## src/adc_readout_regs.vh

```
// constants for the serial readout port of the multichannel converter
`ifndef ADC_READOUT_REGS_VH
`define ADC_READOUT_REGS_VH
// ----------------------------------------------------------------
// frame layout
// ----------------------------------------------------------------
`define FRAME_BITS        152
`define STATUS_BITS       24
`define CHAN_BITS         16
`define CHAN_COUNT        8
`define STATUS_PATTERN    4'hC
`define FRAME_CNT_W       8
// ----------------------------------------------------------------
// timing, in conversion-clock periods; then pin count and fifo sizes
// ----------------------------------------------------------------
`define CAPTURE_LEAD_CLKS 2
`define GPIO_COUNT        4
`define FIFO_DEPTH        8
`define FIFO_PTR_W        3
`endif

```

## src/adc_frame_fifo.v

```verilog
// frame fifo holding complete readout frames between conversion and shifter
module adc_frame_fifo #(
  parameter WIDTH = 152,
  parameter DEPTH = 8,
  parameter PW    = 3
) (
  input  wire             clock_in,
  input  wire             rst_in,
  input  wire             clk_en_in,
  input  wire             wr_valid_in,
  output wire             wr_ready_out,
  input  wire [WIDTH-1:0] wr_data_in,
  output wire             rd_valid_out,
  input  wire             rd_ready_in,
  output wire [WIDTH-1:0] rd_data_out
);
  reg [WIDTH-1:0] mem [0:DEPTH-1]; // frame storage
  reg [PW-1:0]    wptr_reg;        // write pointer
  reg [PW-1:0]    rptr_reg;        // read pointer
  reg [PW:0]      count_reg;       // fill level

  assign wr_ready_out = (count_reg != DEPTH);
  assign rd_valid_out = (count_reg != 0);
  assign rd_data_out  = mem[rptr_reg];

  // pointer and level update
  always @(posedge clock_in) begin
    if (rst_in) begin
      wptr_reg  <= {PW{1'b0}};
      rptr_reg  <= {PW{1'b0}};
      count_reg <= {(PW+1){1'b0}};
    end else if (clk_en_in) begin
      if (wr_valid_in && wr_ready_out) begin
        mem[wptr_reg] <= wr_data_in;
        wptr_reg      <= wptr_reg + 1'b1;
      end
      if (rd_valid_out && rd_ready_in)
        rptr_reg <= rptr_reg + 1'b1;
      case ({wr_valid_in && wr_ready_out, rd_valid_out && rd_ready_in})
        2'b10:   count_reg <= count_reg + 1'b1;
        2'b01:   count_reg <= count_reg - 1'b1;
        default: count_reg <= count_reg;
      endcase
    end
  end
endmodule // adc_frame_fifo

```

## src/adc_serial_readout_port.v

```verilog
// serial readout port: framing, shifting, data-ready and general-purpose pins
`include "adc_readout_regs.vh"

// Operation
// - deselect resets port, tristates data out
// - data ready falls on conversion done
// - incomplete clocks cleared only by deselect
// - data in sampled on falling clock
// - data out changes on rising clock
// - continuous mode flags new data on output
// - continuous and on-demand readout supported
// - first falling clock returns data ready high
// - frame: 24 status, eight 16-bit words
// - status starts 1100, lead-off, pin bits
// - powered-down channel slots read zero
// - status captured two clocks before ready
// - chain enable repeats frame on extra clocks
// - on-demand frame stays intact while shifting
// - four pins, inputs after reset
// - level reads pins; writes drive outputs only
// - pins shared with pace and respiration
module adc_serial_readout_port (
  input  wire         clock_in,                // conversion clock domain
  input  wire         rst_in,                  // synchronous, active high
  input  wire         clk_en_in,               // freezes all state when low
  input  wire         chip_select_n_in,        // serial select, active low
  input  wire         sclk_in,                 // serial clock from host
  input  wire         din_in,                  // serial data from host
  output reg          dout_out,                // serial data to host
  output reg          dout_oe_out,             // data out driven when high
  output reg          data_ready_n_out,        // active-low data ready
  input  wire         conv_done_in,            // one-cycle conversion done pulse
  input  wire [127:0] chan_data_in,            // eight channel words, ch1 high
  input  wire [7:0]   chan_powered_in,         // per-channel power, bit0 = ch1
  input  wire [7:0]   lead_off_pos_status_in,  // positive lead-off bits
  input  wire [7:0]   lead_off_neg_status_in,  // negative lead-off bits
  input  wire         read_continuous_cmd_in,  // continuous readout mode
  input  wire         read_once_in,            // one-cycle on-demand read request
  input  wire         chain_enable_in,         // repeated readback enable
  input  wire [3:0]   pin_direction_bits_in,   // 1 = input, per pin
  input  wire [3:0]   pin_level_write_in,      // written pin levels
  input  wire         pin_level_wr_in,         // one-cycle write strobe
  output reg  [3:0]   pin_level_bits_out,      // sampled pin levels
  input  wire [3:0]   gpio_pin_in,             // pin levels from pads
  output reg  [3:0]   gpio_out,                // pin drive values
  output reg  [3:0]   gpio_oe_out,             // pin drive enables
  output reg          pace_input_out,          // alt function, pin one
  output reg          respiration_blanking_out,// alt function, pin two
  output reg          respiration_signal_out,  // alt function, pin three
  output reg          respiration_phase_out,   // alt function, pin four
  output reg          frame_overflow_out,      // fifo refused a frame
  output reg  [7:0]   cmd_byte_out,            // last received byte
  output reg          cmd_valid_out            // one-cycle byte strobe
);
  // ----------------------------------------------------------------
  // state machine codes
  // ----------------------------------------------------------------
  localparam ST_IDLE  = 2'b00; // waiting for a frame to load
  localparam ST_SHIFT = 2'b01; // frame loaded, shifting out
  localparam ST_DONE  = 2'b10; // frame exhausted, outputs zero

  // ----------------------------------------------------------------
  // synchronisers for link signals and pin pads
  // ----------------------------------------------------------------
  reg [1:0] cs_sync_reg;    // select, two stages
  reg [1:0] sclk_sync_reg;  // serial clock, two stages
  reg [1:0] din_sync_reg;   // data in, two stages
  reg [3:0] pin_s1_reg;     // pin first stage
  reg [3:0] pin_s2_reg;     // pin second stage
  reg       sclk_prev_reg;  // last synchronised clock, for edges

  wire cs_active = ~cs_sync_reg[1];
  wire sclk_rise = cs_active & sclk_sync_reg[1] & ~sclk_prev_reg;
  wire sclk_fall = cs_active & ~sclk_sync_reg[1] & sclk_prev_reg;
  // ready pulls high on any falling edge, even with select high
  wire sclk_fall_any = ~sclk_sync_reg[1] & sclk_prev_reg;

  // two-flop sampling of the link signals and the pin pads
  always @(posedge clock_in) begin
    if (rst_in) begin
      cs_sync_reg   <= 2'b11;
      sclk_sync_reg <= 2'b00;
      din_sync_reg  <= 2'b00;
      pin_s1_reg    <= 4'h0;
      pin_s2_reg    <= 4'h0;
      sclk_prev_reg <= 1'b0;
    end else if (clk_en_in) begin
      cs_sync_reg   <= {cs_sync_reg[0], chip_select_n_in};
      sclk_sync_reg <= {sclk_sync_reg[0], sclk_in};
      din_sync_reg  <= {din_sync_reg[0], din_in};
      pin_s1_reg    <= gpio_pin_in;
      pin_s2_reg    <= pin_s1_reg;
      sclk_prev_reg <= sclk_sync_reg[1];
    end
  end

  // ----------------------------------------------------------------
  // frame assembly
  // ----------------------------------------------------------------
  // zero a powered-down slot, slot order never changes
  function [127:0] mask_channels;
    input [127:0] data;
    input [7:0]   pwr;
    integer k;
    begin
      mask_channels = data;
      for (k = 0; k < `CHAN_COUNT; k = k + 1)
        if (!pwr[k])
          mask_channels[127-16*k -: 16] = 16'h0000;
    end
  endfunction

  reg [23:0] status_word_reg;  // status captured ahead of ready
  reg [1:0]  lead_cnt_reg;     // delay from capture to ready
  reg        lead_busy_reg;    // capture done, ready pending
  localparam [31:0] LEAD_LOAD = `CAPTURE_LEAD_CLKS - 1; // lead counter start

  // status is taken at the done pulse, ready falls two clocks later
  always @(posedge clock_in) begin
    if (rst_in) begin
      status_word_reg <= 24'h000000;
      lead_cnt_reg    <= 2'b00;
      lead_busy_reg   <= 1'b0;
    end else if (clk_en_in) begin
      if (conv_done_in) begin
        status_word_reg <= {`STATUS_PATTERN, lead_off_pos_status_in,
                            lead_off_neg_status_in, pin_s2_reg};
        lead_cnt_reg    <= LEAD_LOAD[1:0];
        lead_busy_reg   <= 1'b1;
      end else if (lead_busy_reg) begin
        if (lead_cnt_reg == 2'b00)
          lead_busy_reg <= 1'b0;
        lead_cnt_reg <= lead_cnt_reg - 2'd1;
      end
    end
  end

  // ready event fires the cycle the lead counter expires
  wire ready_event = lead_busy_reg & (lead_cnt_reg == 2'b00);
  reg [127:0] chan_hold_reg; // channel words, taken with status
  always @(posedge clock_in) begin
    if (rst_in)
      chan_hold_reg <= 128'h0;
    else if (clk_en_in && conv_done_in)
      chan_hold_reg <= mask_channels(chan_data_in, chan_powered_in);
  end

  // ----------------------------------------------------------------
  // frame fifo between conversion and shifter
  // ----------------------------------------------------------------
  wire                   fifo_wr_ready;
  wire                   fifo_rd_valid;
  wire [`FRAME_BITS-1:0] fifo_rd_data;
  reg                    fifo_pop;
  adc_frame_fifo #(
    .WIDTH (`FRAME_BITS),
    .DEPTH (`FIFO_DEPTH),
    .PW    (`FIFO_PTR_W)
  ) u_fifo (
    .clock_in     (clock_in),
    .rst_in       (rst_in),
    .clk_en_in    (clk_en_in),
    .wr_valid_in  (ready_event),
    .wr_ready_out (fifo_wr_ready),
    .wr_data_in   ({status_word_reg, chan_hold_reg}),
    .rd_valid_out (fifo_rd_valid),
    .rd_ready_in  (fifo_pop),
    .rd_data_out  (fifo_rd_data)
  );

  // ----------------------------------------------------------------
  // serial shifter
  // ----------------------------------------------------------------
  reg [1:0]             state_reg;   // shifter state
  reg [`FRAME_BITS-1:0] shift_reg;   // frame being shifted
  reg [`FRAME_BITS-1:0] frame_reg;   // copy for repeated readback
  reg [7:0]             bit_cnt_reg; // bits shifted this frame
  reg [7:0]             cmd_sh_reg;  // incoming command bits
  reg [2:0]             cmd_cnt_reg; // command bit count
  reg                   load_req_reg;// on-demand read pending

  // pop only when the shifter can accept a frame; the fifo may
  // then fill while the host is slow, which shows as overflow
  always @* begin
    fifo_pop = 1'b0;
    if (cs_active && fifo_rd_valid && state_reg != ST_SHIFT &&
        (read_continuous_cmd_in || load_req_reg))
      fifo_pop = 1'b1;
  end

  // shifter, command receiver and output pin
  always @(posedge clock_in) begin
    if (rst_in) begin
      state_reg     <= ST_IDLE;
      shift_reg     <= {`FRAME_BITS{1'b0}};
      frame_reg     <= {`FRAME_BITS{1'b0}};
      bit_cnt_reg   <= 8'h00;
      cmd_sh_reg    <= 8'h00;
      cmd_cnt_reg   <= 3'h0;
      load_req_reg  <= 1'b0;
      dout_out      <= 1'b0;
      dout_oe_out   <= 1'b0;
      cmd_byte_out  <= 8'h00;
      cmd_valid_out <= 1'b0;
    end else if (clk_en_in) begin
      cmd_valid_out <= 1'b0;
      if (read_once_in)
        load_req_reg <= 1'b1;
      if (!cs_active) begin
        // deselect clears any half-done command or frame
        state_reg   <= ST_IDLE;
        bit_cnt_reg <= 8'h00;
        cmd_cnt_reg <= 3'h0;
        dout_oe_out <= 1'b0;
        dout_out    <= 1'b0;
      end else begin
        dout_oe_out <= 1'b1;
        if (fifo_pop) begin
          // whole frame loaded at once, later conversions wait
          shift_reg    <= fifo_rd_data;
          frame_reg    <= fifo_rd_data;
          bit_cnt_reg  <= 8'h00;
          state_reg    <= ST_SHIFT;
          // a fresh request in the same cycle must not be lost
          load_req_reg <= read_once_in;
          // low on the output tells a continuous host that data waits
          dout_out     <= 1'b0;
        end else if (state_reg == ST_IDLE)
          dout_out <= 1'b1;
        if (sclk_rise) begin
          case (state_reg)
            ST_SHIFT: begin
              dout_out    <= shift_reg[`FRAME_BITS-1];
              shift_reg   <= {shift_reg[`FRAME_BITS-2:0], 1'b0};
              bit_cnt_reg <= bit_cnt_reg + 8'h01;
              if (bit_cnt_reg == `FRAME_BITS - 1) begin
                if (chain_enable_in) begin
                  shift_reg   <= frame_reg;
                  bit_cnt_reg <= 8'h00;
                end else
                  state_reg <= ST_DONE;
              end
            end
            ST_DONE: dout_out <= 1'b0;
            default: dout_out <= dout_out;
          endcase
        end
        if (sclk_fall) begin
          cmd_sh_reg  <= {cmd_sh_reg[6:0], din_sync_reg[1]};
          cmd_cnt_reg <= cmd_cnt_reg + 3'h1;
          if (cmd_cnt_reg == 3'h7) begin
            cmd_byte_out  <= {cmd_sh_reg[6:0], din_sync_reg[1]};
            cmd_valid_out <= 1'b1;
          end
        end
      end
    end
  end

  // ----------------------------------------------------------------
  // data ready pin and overflow flag
  // ----------------------------------------------------------------
  // ready falls on any conversion event whatever the select level
  always @(posedge clock_in) begin
    if (rst_in) begin
      data_ready_n_out   <= 1'b1;
      frame_overflow_out <= 1'b0;
    end else if (clk_en_in) begin
      if (ready_event)
        data_ready_n_out <= 1'b0;
      else if (sclk_fall_any)
        data_ready_n_out <= 1'b1;
      if (ready_event && !fifo_wr_ready)
        frame_overflow_out <= 1'b1;
      else if (fifo_pop)
        frame_overflow_out <= 1'b0;
    end
  end

  // ----------------------------------------------------------------
  // general-purpose pins
  // ----------------------------------------------------------------
  // per-pin drive, written level kept only for output pins
  genvar g;
  generate
    for (g = 0; g < `GPIO_COUNT; g = g + 1) begin : gen_pin
      always @(posedge clock_in) begin
        if (rst_in) begin
          gpio_out[g]    <= 1'b0;
          gpio_oe_out[g] <= 1'b0;
        end else if (clk_en_in) begin
          gpio_oe_out[g] <= ~pin_direction_bits_in[g];
          if (pin_level_wr_in && !pin_direction_bits_in[g])
            gpio_out[g] <= pin_level_write_in[g];
        end
      end
    end
  endgenerate

  // readback shows real pin levels and alternate functions
  always @(posedge clock_in) begin
    if (rst_in) begin
      pin_level_bits_out       <= 4'h0;
      pace_input_out           <= 1'b0;
      respiration_blanking_out <= 1'b0;
      respiration_signal_out   <= 1'b0;
      respiration_phase_out    <= 1'b0;
    end else if (clk_en_in) begin
      pin_level_bits_out       <= pin_s2_reg;
      pace_input_out           <= pin_s2_reg[0];
      respiration_blanking_out <= pin_s2_reg[1];
      respiration_signal_out   <= pin_s2_reg[2];
      respiration_phase_out    <= pin_s2_reg[3];
    end
  end
endmodule // adc_serial_readout_port

```

## config.mk

```make
export PLATFORM = sky130hd
export DESIGN_NAME = adc_serial_readout_port
export DESIGN_NICKNAME = d
export VERILOG_FILES = /design/src/adc_frame_fifo.v /design/src/adc_serial_readout_port.v
export VERILOG_INCLUDE_DIRS = /design/src
export SDC_FILE = /design/constraint.sdc
export NUM_CORES = 2
export LEC_CHECK = 0
export ABC_AREA = 1
export BUFFER_PORTS_ARGS = -buffer_cell sky130_fd_sc_hd__buf_2
export CAP_MARGIN = 20
export CORE_UTILIZATION = 50
export DETAILED_ROUTE_END_ITERATION = 7
export GPL_TIMING_DRIVEN = 0
export PLACE_DENSITY = 0.66
export SYNTH_ARGS = -nofsm -noshare
export SYNTH_HDL_FRONTEND = slang
export SYNTH_SLANG_ARGS = --single-unit
```

## constraint.sdc

```tcl
create_clock -name clock_in -period 16.6 [get_ports clock_in]
set_input_delay 2.49 -clock clock_in [delete_from_list [all_inputs] [get_ports clock_in]]
set_output_delay 2.49 -clock clock_in [all_outputs]
set_load 0.01 [all_outputs]
```

**After elaboration in Yosys (flattened, before gate mapping)**

Memory sizes are Yosys's and may differ from the RTL's. A register that Yosys moved wholly into a read port is not among the register bits.
Index checks and enable logic that the tools add are counted.

- Register bits: 531
- Memory bits (writable): 1200
- Input port bits: 175
- Word-level logic and storage cells: 168
- Memories kept: 1

Memories:

| memory | depth | width | rd ports | clocked after Yosys merged registers in | write ports | line | RTL |
|---|---|---|---|---|---|---|---|
| u_fifo.mem | 8 | 150 | 1 | 1 | 1 | adc_frame_fifo.v:17 | `reg [WIDTH-1:0] mem [0:DEPTH-1];` |

- Add/subtract/negate cells: 7
- Equal/unequal tests: 9
- Multiplexer cells: 56
- Bitwise gates (word level): 13
- Reduce and logical (&&, ||, !) cells: 43

Operator list:

| operator | count |
|---|---|
| $mux W152 | 5 |
| $mux W16 | 8 |
| $mux W8 | 6 |
| $reduce_and A2 Y1 | 13 |
| $mux W1 | 23 |
| $mux W2 | 8 |
| $mux W3 | 4 |
| $logic_and A1 B1 Y1 | 11 |
| $reduce_bool A2 Y1 | 5 |
| $add A3 B1 Y3 const B | 3 |
| $reduce_and A3 Y1 | 3 |
| $add A8 B1 Y8 const B | 1 |
| $eq A8 B8 Y1 const B | 1 |
| $pmux W4 S2 | 1 |
| $reduce_bool A4 Y1 | 2 |
| $not A1 Y1 | 7 |
| $and A1 B1 Y1 | 6 |
| $logic_not A1 Y1 | 5 |
| $add A4 B1 Y4 const B | 1 |
| $eq A2 B1 Y1 const B | 2 |
| $eq A2 B2 Y1 const B | 2 |
| $logic_not A2 Y1 | 2 |
| $ne A4 B2 Y1 const B | 1 |
| $ne A4 B4 Y1 const B | 1 |
| 7 further kinds | 7 |

**Longest topological paths before layout**

- Word-level depth: 11
- Gate-level depth with buffers: 16
- Depth with buffers taken out: 14

**Modules after synthesis**

From an unflattened synthesis, not the netlist that was laid out.

- Cell total of the unflattened synthesis: 7052
- Area total of the unflattened synthesis: 70555.2 um^2

By module, submodules not included:

| module | times used | cells an instance | area each (um^2) | sequential area each (um^2) |
|---|---|---|---|---|
| adc_frame_fifo | 1 | 3842 | 48190.0 | 36775.3 |
| adc_serial_readout_port | 1 | 3210 | 22365.2 | 10349.9 |

**Worst setup path after synthesis**

OpenSTA, ideal clock, no wires.

- Path type: input to register
- Start point: input rst_in
- End point: memory u_fifo.mem[1][0] (netlist bit), enable pin
- Library setup time: 0.841 ns
- Arrival time: 13.250 ns
- Required time: 15.759 ns
- Setup slack: 2.509 ns
- Cell stages on the path: 6
- Path through: clkbuf_1 > inv_1 > buf_2 > buf_2 > nand3_1 > nor3_1

- Word-level cells in the longest chain between the ends: 2

RTL lines:

| what | line | RTL |
|---|---|---|
| from (decl) | adc_serial_readout_port.v:24 | `input wire rst_in,` |
| $mux W1 | adc_frame_fifo.v:28 | `if (rst_in) begin` |
| $mux W1 (not written as such) | adc_frame_fifo.v:34 | `mem[wptr_reg] <= wr_data_in;` |
| to (decl) | adc_frame_fifo.v:17 |  |

No other way between the ends.

**Worst setup path after layout**

- Start point: input rst_in
- End point: memory u_fifo.mem[5][119] (netlist bit), enable pin

Same word-level chain as after synthesis.

==> results.md <==
## Run status
- finished, final reports clean — result of the run

## Cells and area
- 10.8% — share of post-route cells with drive strength above 1
- nand2_1, edfxtp_1, nor2_1 — commonest cells after routing, fill and taps aside
- 58.2% — final cell utilization of the core
- 11500 — count of filler cells inserted in the layout
- 15.5% — Area growth syn-to-layout
- 1192 — number of flip-flops in the largest register
- 7445 — net count of the finished layout
- nand2_1 — most common cell after layout, fill and taps aside

## Synthesis
- edfxtp_1, dfxtp_1, nand2_1, o21ai_0, nand3_1 — largest cells by area after synthesis
- 0 — Yosys Warn Count
- 0% — post-synthesis async set-or-reset flop share
- 0.0692 sq mm — post-synthesis instance area
- simple AND/OR/NAND/NOR gates — largest family of logic cells by synthesized area
- 0% — fraction of synthesized area in multiplexers
- 0.217% — Post-Synth Adder-Cell Area
- 0.0380% — post-synthesis xor/xnor area fraction
- 39 — distinct cell type count of the synthesized netlist
- 1719 — #FFs+latches synth
- 16.9% — simple logic cell fraction of the synthesized area
- edfxtp_1 — area leader, netlist
- 51.7% — top cell type's share of synthesized area
- 10.9% — compound-gate portion of the synthesized area
- 6967 — nets in the synthesized netlist
- edfxtp_1 — most used flip-flop cell after synthesis
- 67.0% — Seq/Total Area, Yosys
- 6780 — number of instances in the synthesized netlist
- 1192 — number of synthesized flops with an enable pin
- 10.2 sq um — synthesized area per cell

## STA
- 1.25 ns — worst-margin pin slew
- 0 — count of endpoints failing hold in the final timing report
- 0.0224 ns — worst clock skew on the final layout
- 16.9% — max_slew headroom
- 10.94 ns — min setup slack post-route
- 5.66 ns — crit path time final
- 34.1% — crit share post-route
- false — RSZ-0062 raised after global routing
- 0 — count of final max-slew check failures
- 0 — Final setup viols
- 0.177 GHz — maximum achievable frequency

## Power
- 29.0 nW — P_leak
- 0.101 mV — worst voltage drop across the vdd grid
- 111 mW/mm^2 — power per standard cell area

## Clock network
- 0 — post-CTS repair timing setup buffer count
- clkbuf_16 — clock tree root buffer cell
- 3 — CTS max path bufs
- built — CTS tree
- 174 — cts bufs inserted
- 0 — number of resized instances in the post-cts repair step
- 1719 — clk sinks
- 0 — Post-CTS Hold Fix Bufs
- 0.06 ns — CTS clock-pin slew for the worst setup and hold paths
- 0.83 ns — clock insertion delay at the later pin of the skew report
- 4 — CTS H-Tree Depth

## Floorplanning
- 204 — total I/O pin count
- 50.4% — Initial Util
- 374 microns — die extent in x
- 0.140 sq mm — total die area
- 374 microns — y dimension of the die
- 0.137 sq mm — core area
- 136 — number of placement rows

## Routing
- 0 — total DRC errors in the routed layout
- 0 — Antenna Nets Post-Route
- 52300 — DR vias
- 5.68 — vias per inst
- 5687 — Initial DRC Count
- 8 — DR pass1 iterations
- 208 mm — total wirelength of the detailed-routed design
- 22.6 microns — Avg WL per Cell

## Global route
- 0 — total global routing overflow
- 308 mm — global-route wire length before repair
- 29.5% — overall global routing resource usage
- 27 — maximum number of pins on one net before global-route repair
- 49400 — number of global-route vias before repair
- 9 — antenna violations before repair

## Critical path
- primary input to register — type of the worst setup path
- 17.12 ns — data required time at the worst endpoint
- 21 — largest fanout of any net on the critical path
- 13.10 ns — minimum setup slack among reg-to-reg paths
- state_reg[1] — launch instance of the worst register-to-register path
- 6.18 ns — data arrival time of the worst path
- register — CP Capture Type
- 14 — FF-to-FF path depth
- rst_in — Critical Path Source
- primary input — kind of start point of the critical path
- u_fifo.mem[5][119] — last element of the critical path
- u_fifo.count_reg[2] — endpoint of the lowest-slack register-to-register path

## Place
- 145 mm — HPWL Detailed
- 0.931 — placer's final routability congestion estimate
- 10.25 ns — pre-CTS setup slack
- 193 — Buffers on Ports

## Worst hold path
- gpio_out[0] — startpoint of the worst hold path
- register to register — worst min-delay path class

## Job
- 0 — # Max-Cap Violations

[critical path, stage by stage]
cell	delay (ns)
clkbuf_1	0.17
inv_1	0.10
buf_2	0.44
buf_2	0.34
clkbuf_1	0.77
nand3_1	0.34
nor2_4	0.75
buf_12	0.28
buf_16	0.20
buf_12	0.20
[layer usage]
layer	GRT usage (%)	wire length (microns)	up-vias
li1	-	-	24400
met1	38.7	83100	25100
met2	46.6	96100	2349
met3	6.18	19100	451
met4	14.1	9810	8
met5	0	56	-
[how the worst min path moves through the flow]
| stage | to | slack, ns | cells after the start |
|---|---|---|---|
| floorplan | cmd_cnt_reg[0] | 0.43 | 1 |
| global placement | gpio_out[1] | 0.43 | 2 |
| detailed placement | gpio_out[0] | 0.44 | 2 |
| CTS | gpio_out[0] | 0.45 | 2 |
| global route | frame_reg[136] | 0.48 | 2 |
| finish | gpio_out[0] | 0.45 | 2 |
[cell type report]
cell class	count	area (sq um)	area share [%]
multi-input cells	4242	19400	24.3
diodes	5	12.5	0.0157
clock inverters	88	968	1.21
flip-flops and latches	1719	46300	58.0
clock buffers	242	4880	6.11
repair buffers	302	2580	3.23
plain buffers	496	2270	2.85
inverters	323	1210	1.52
well taps	1794	2240	2.81
[report_power, final]
| part | internal (mW) | total [mW] | switching, mW |
|---|---|---|---|
| Combinational | 0.0758 | 0.274 | 0.198 |
| Sequential | 4.59 | 4.63 | 0.0404 |
| Clock | 2.28 | 3.98 | 1.71 |
| Total | 6.94 | 8.89 | 1.94 |
[kinds of logic (layout without fill, tap and decap cells)]
group / after synthesis / count (layout)
XOR/XNOR: 3 / 3
adder cells (fa/ha/maj): 12 / 12
flip-flops: 1719 / 1719
AND/OR/NAND/NOR: 2834 / 2834
other: 0 / 5
AO/OA/AOI/OAI: 1393 / 1393
buffers and inverters: 819 / 1451
[cell usage after synthesis, types with 5 or more instances]
cell and number:
nand4_1 61, nor2_1 817, nand3_1 637, buf_6 9, clkbuf_1 271, o22ai_1 9
nor3_1 5, inv_1 309, a21oi_2 6, o21ai_1 47, o21ai_0 687, buf_1 33
buf_4 44, o211ai_1 181, ha_1 12, dfxtp_1 527, buf_2 139, a21oi_1 449
inv_2 11, nand2_1 1300, edfxtp_1 1192, o211a_1 8
[stage by stage]
stage	hold WS [ns]	instance area, sq um	std cells	power [mW]	setup TNS, ns
finish	0.449	79900	9211	8.89	0
global route	0.480	79900	9206	9.10	0
CTS	0.451	79900	9206	8.91	0
detailed placement	0.436	74100	8876	4.99	0
global placement	0.435	72400	8767	4.98	-4689.51
floorplan	0.429	69200	6780	4.85	0
No activity file was read; power rests on OpenSTA's default activity.
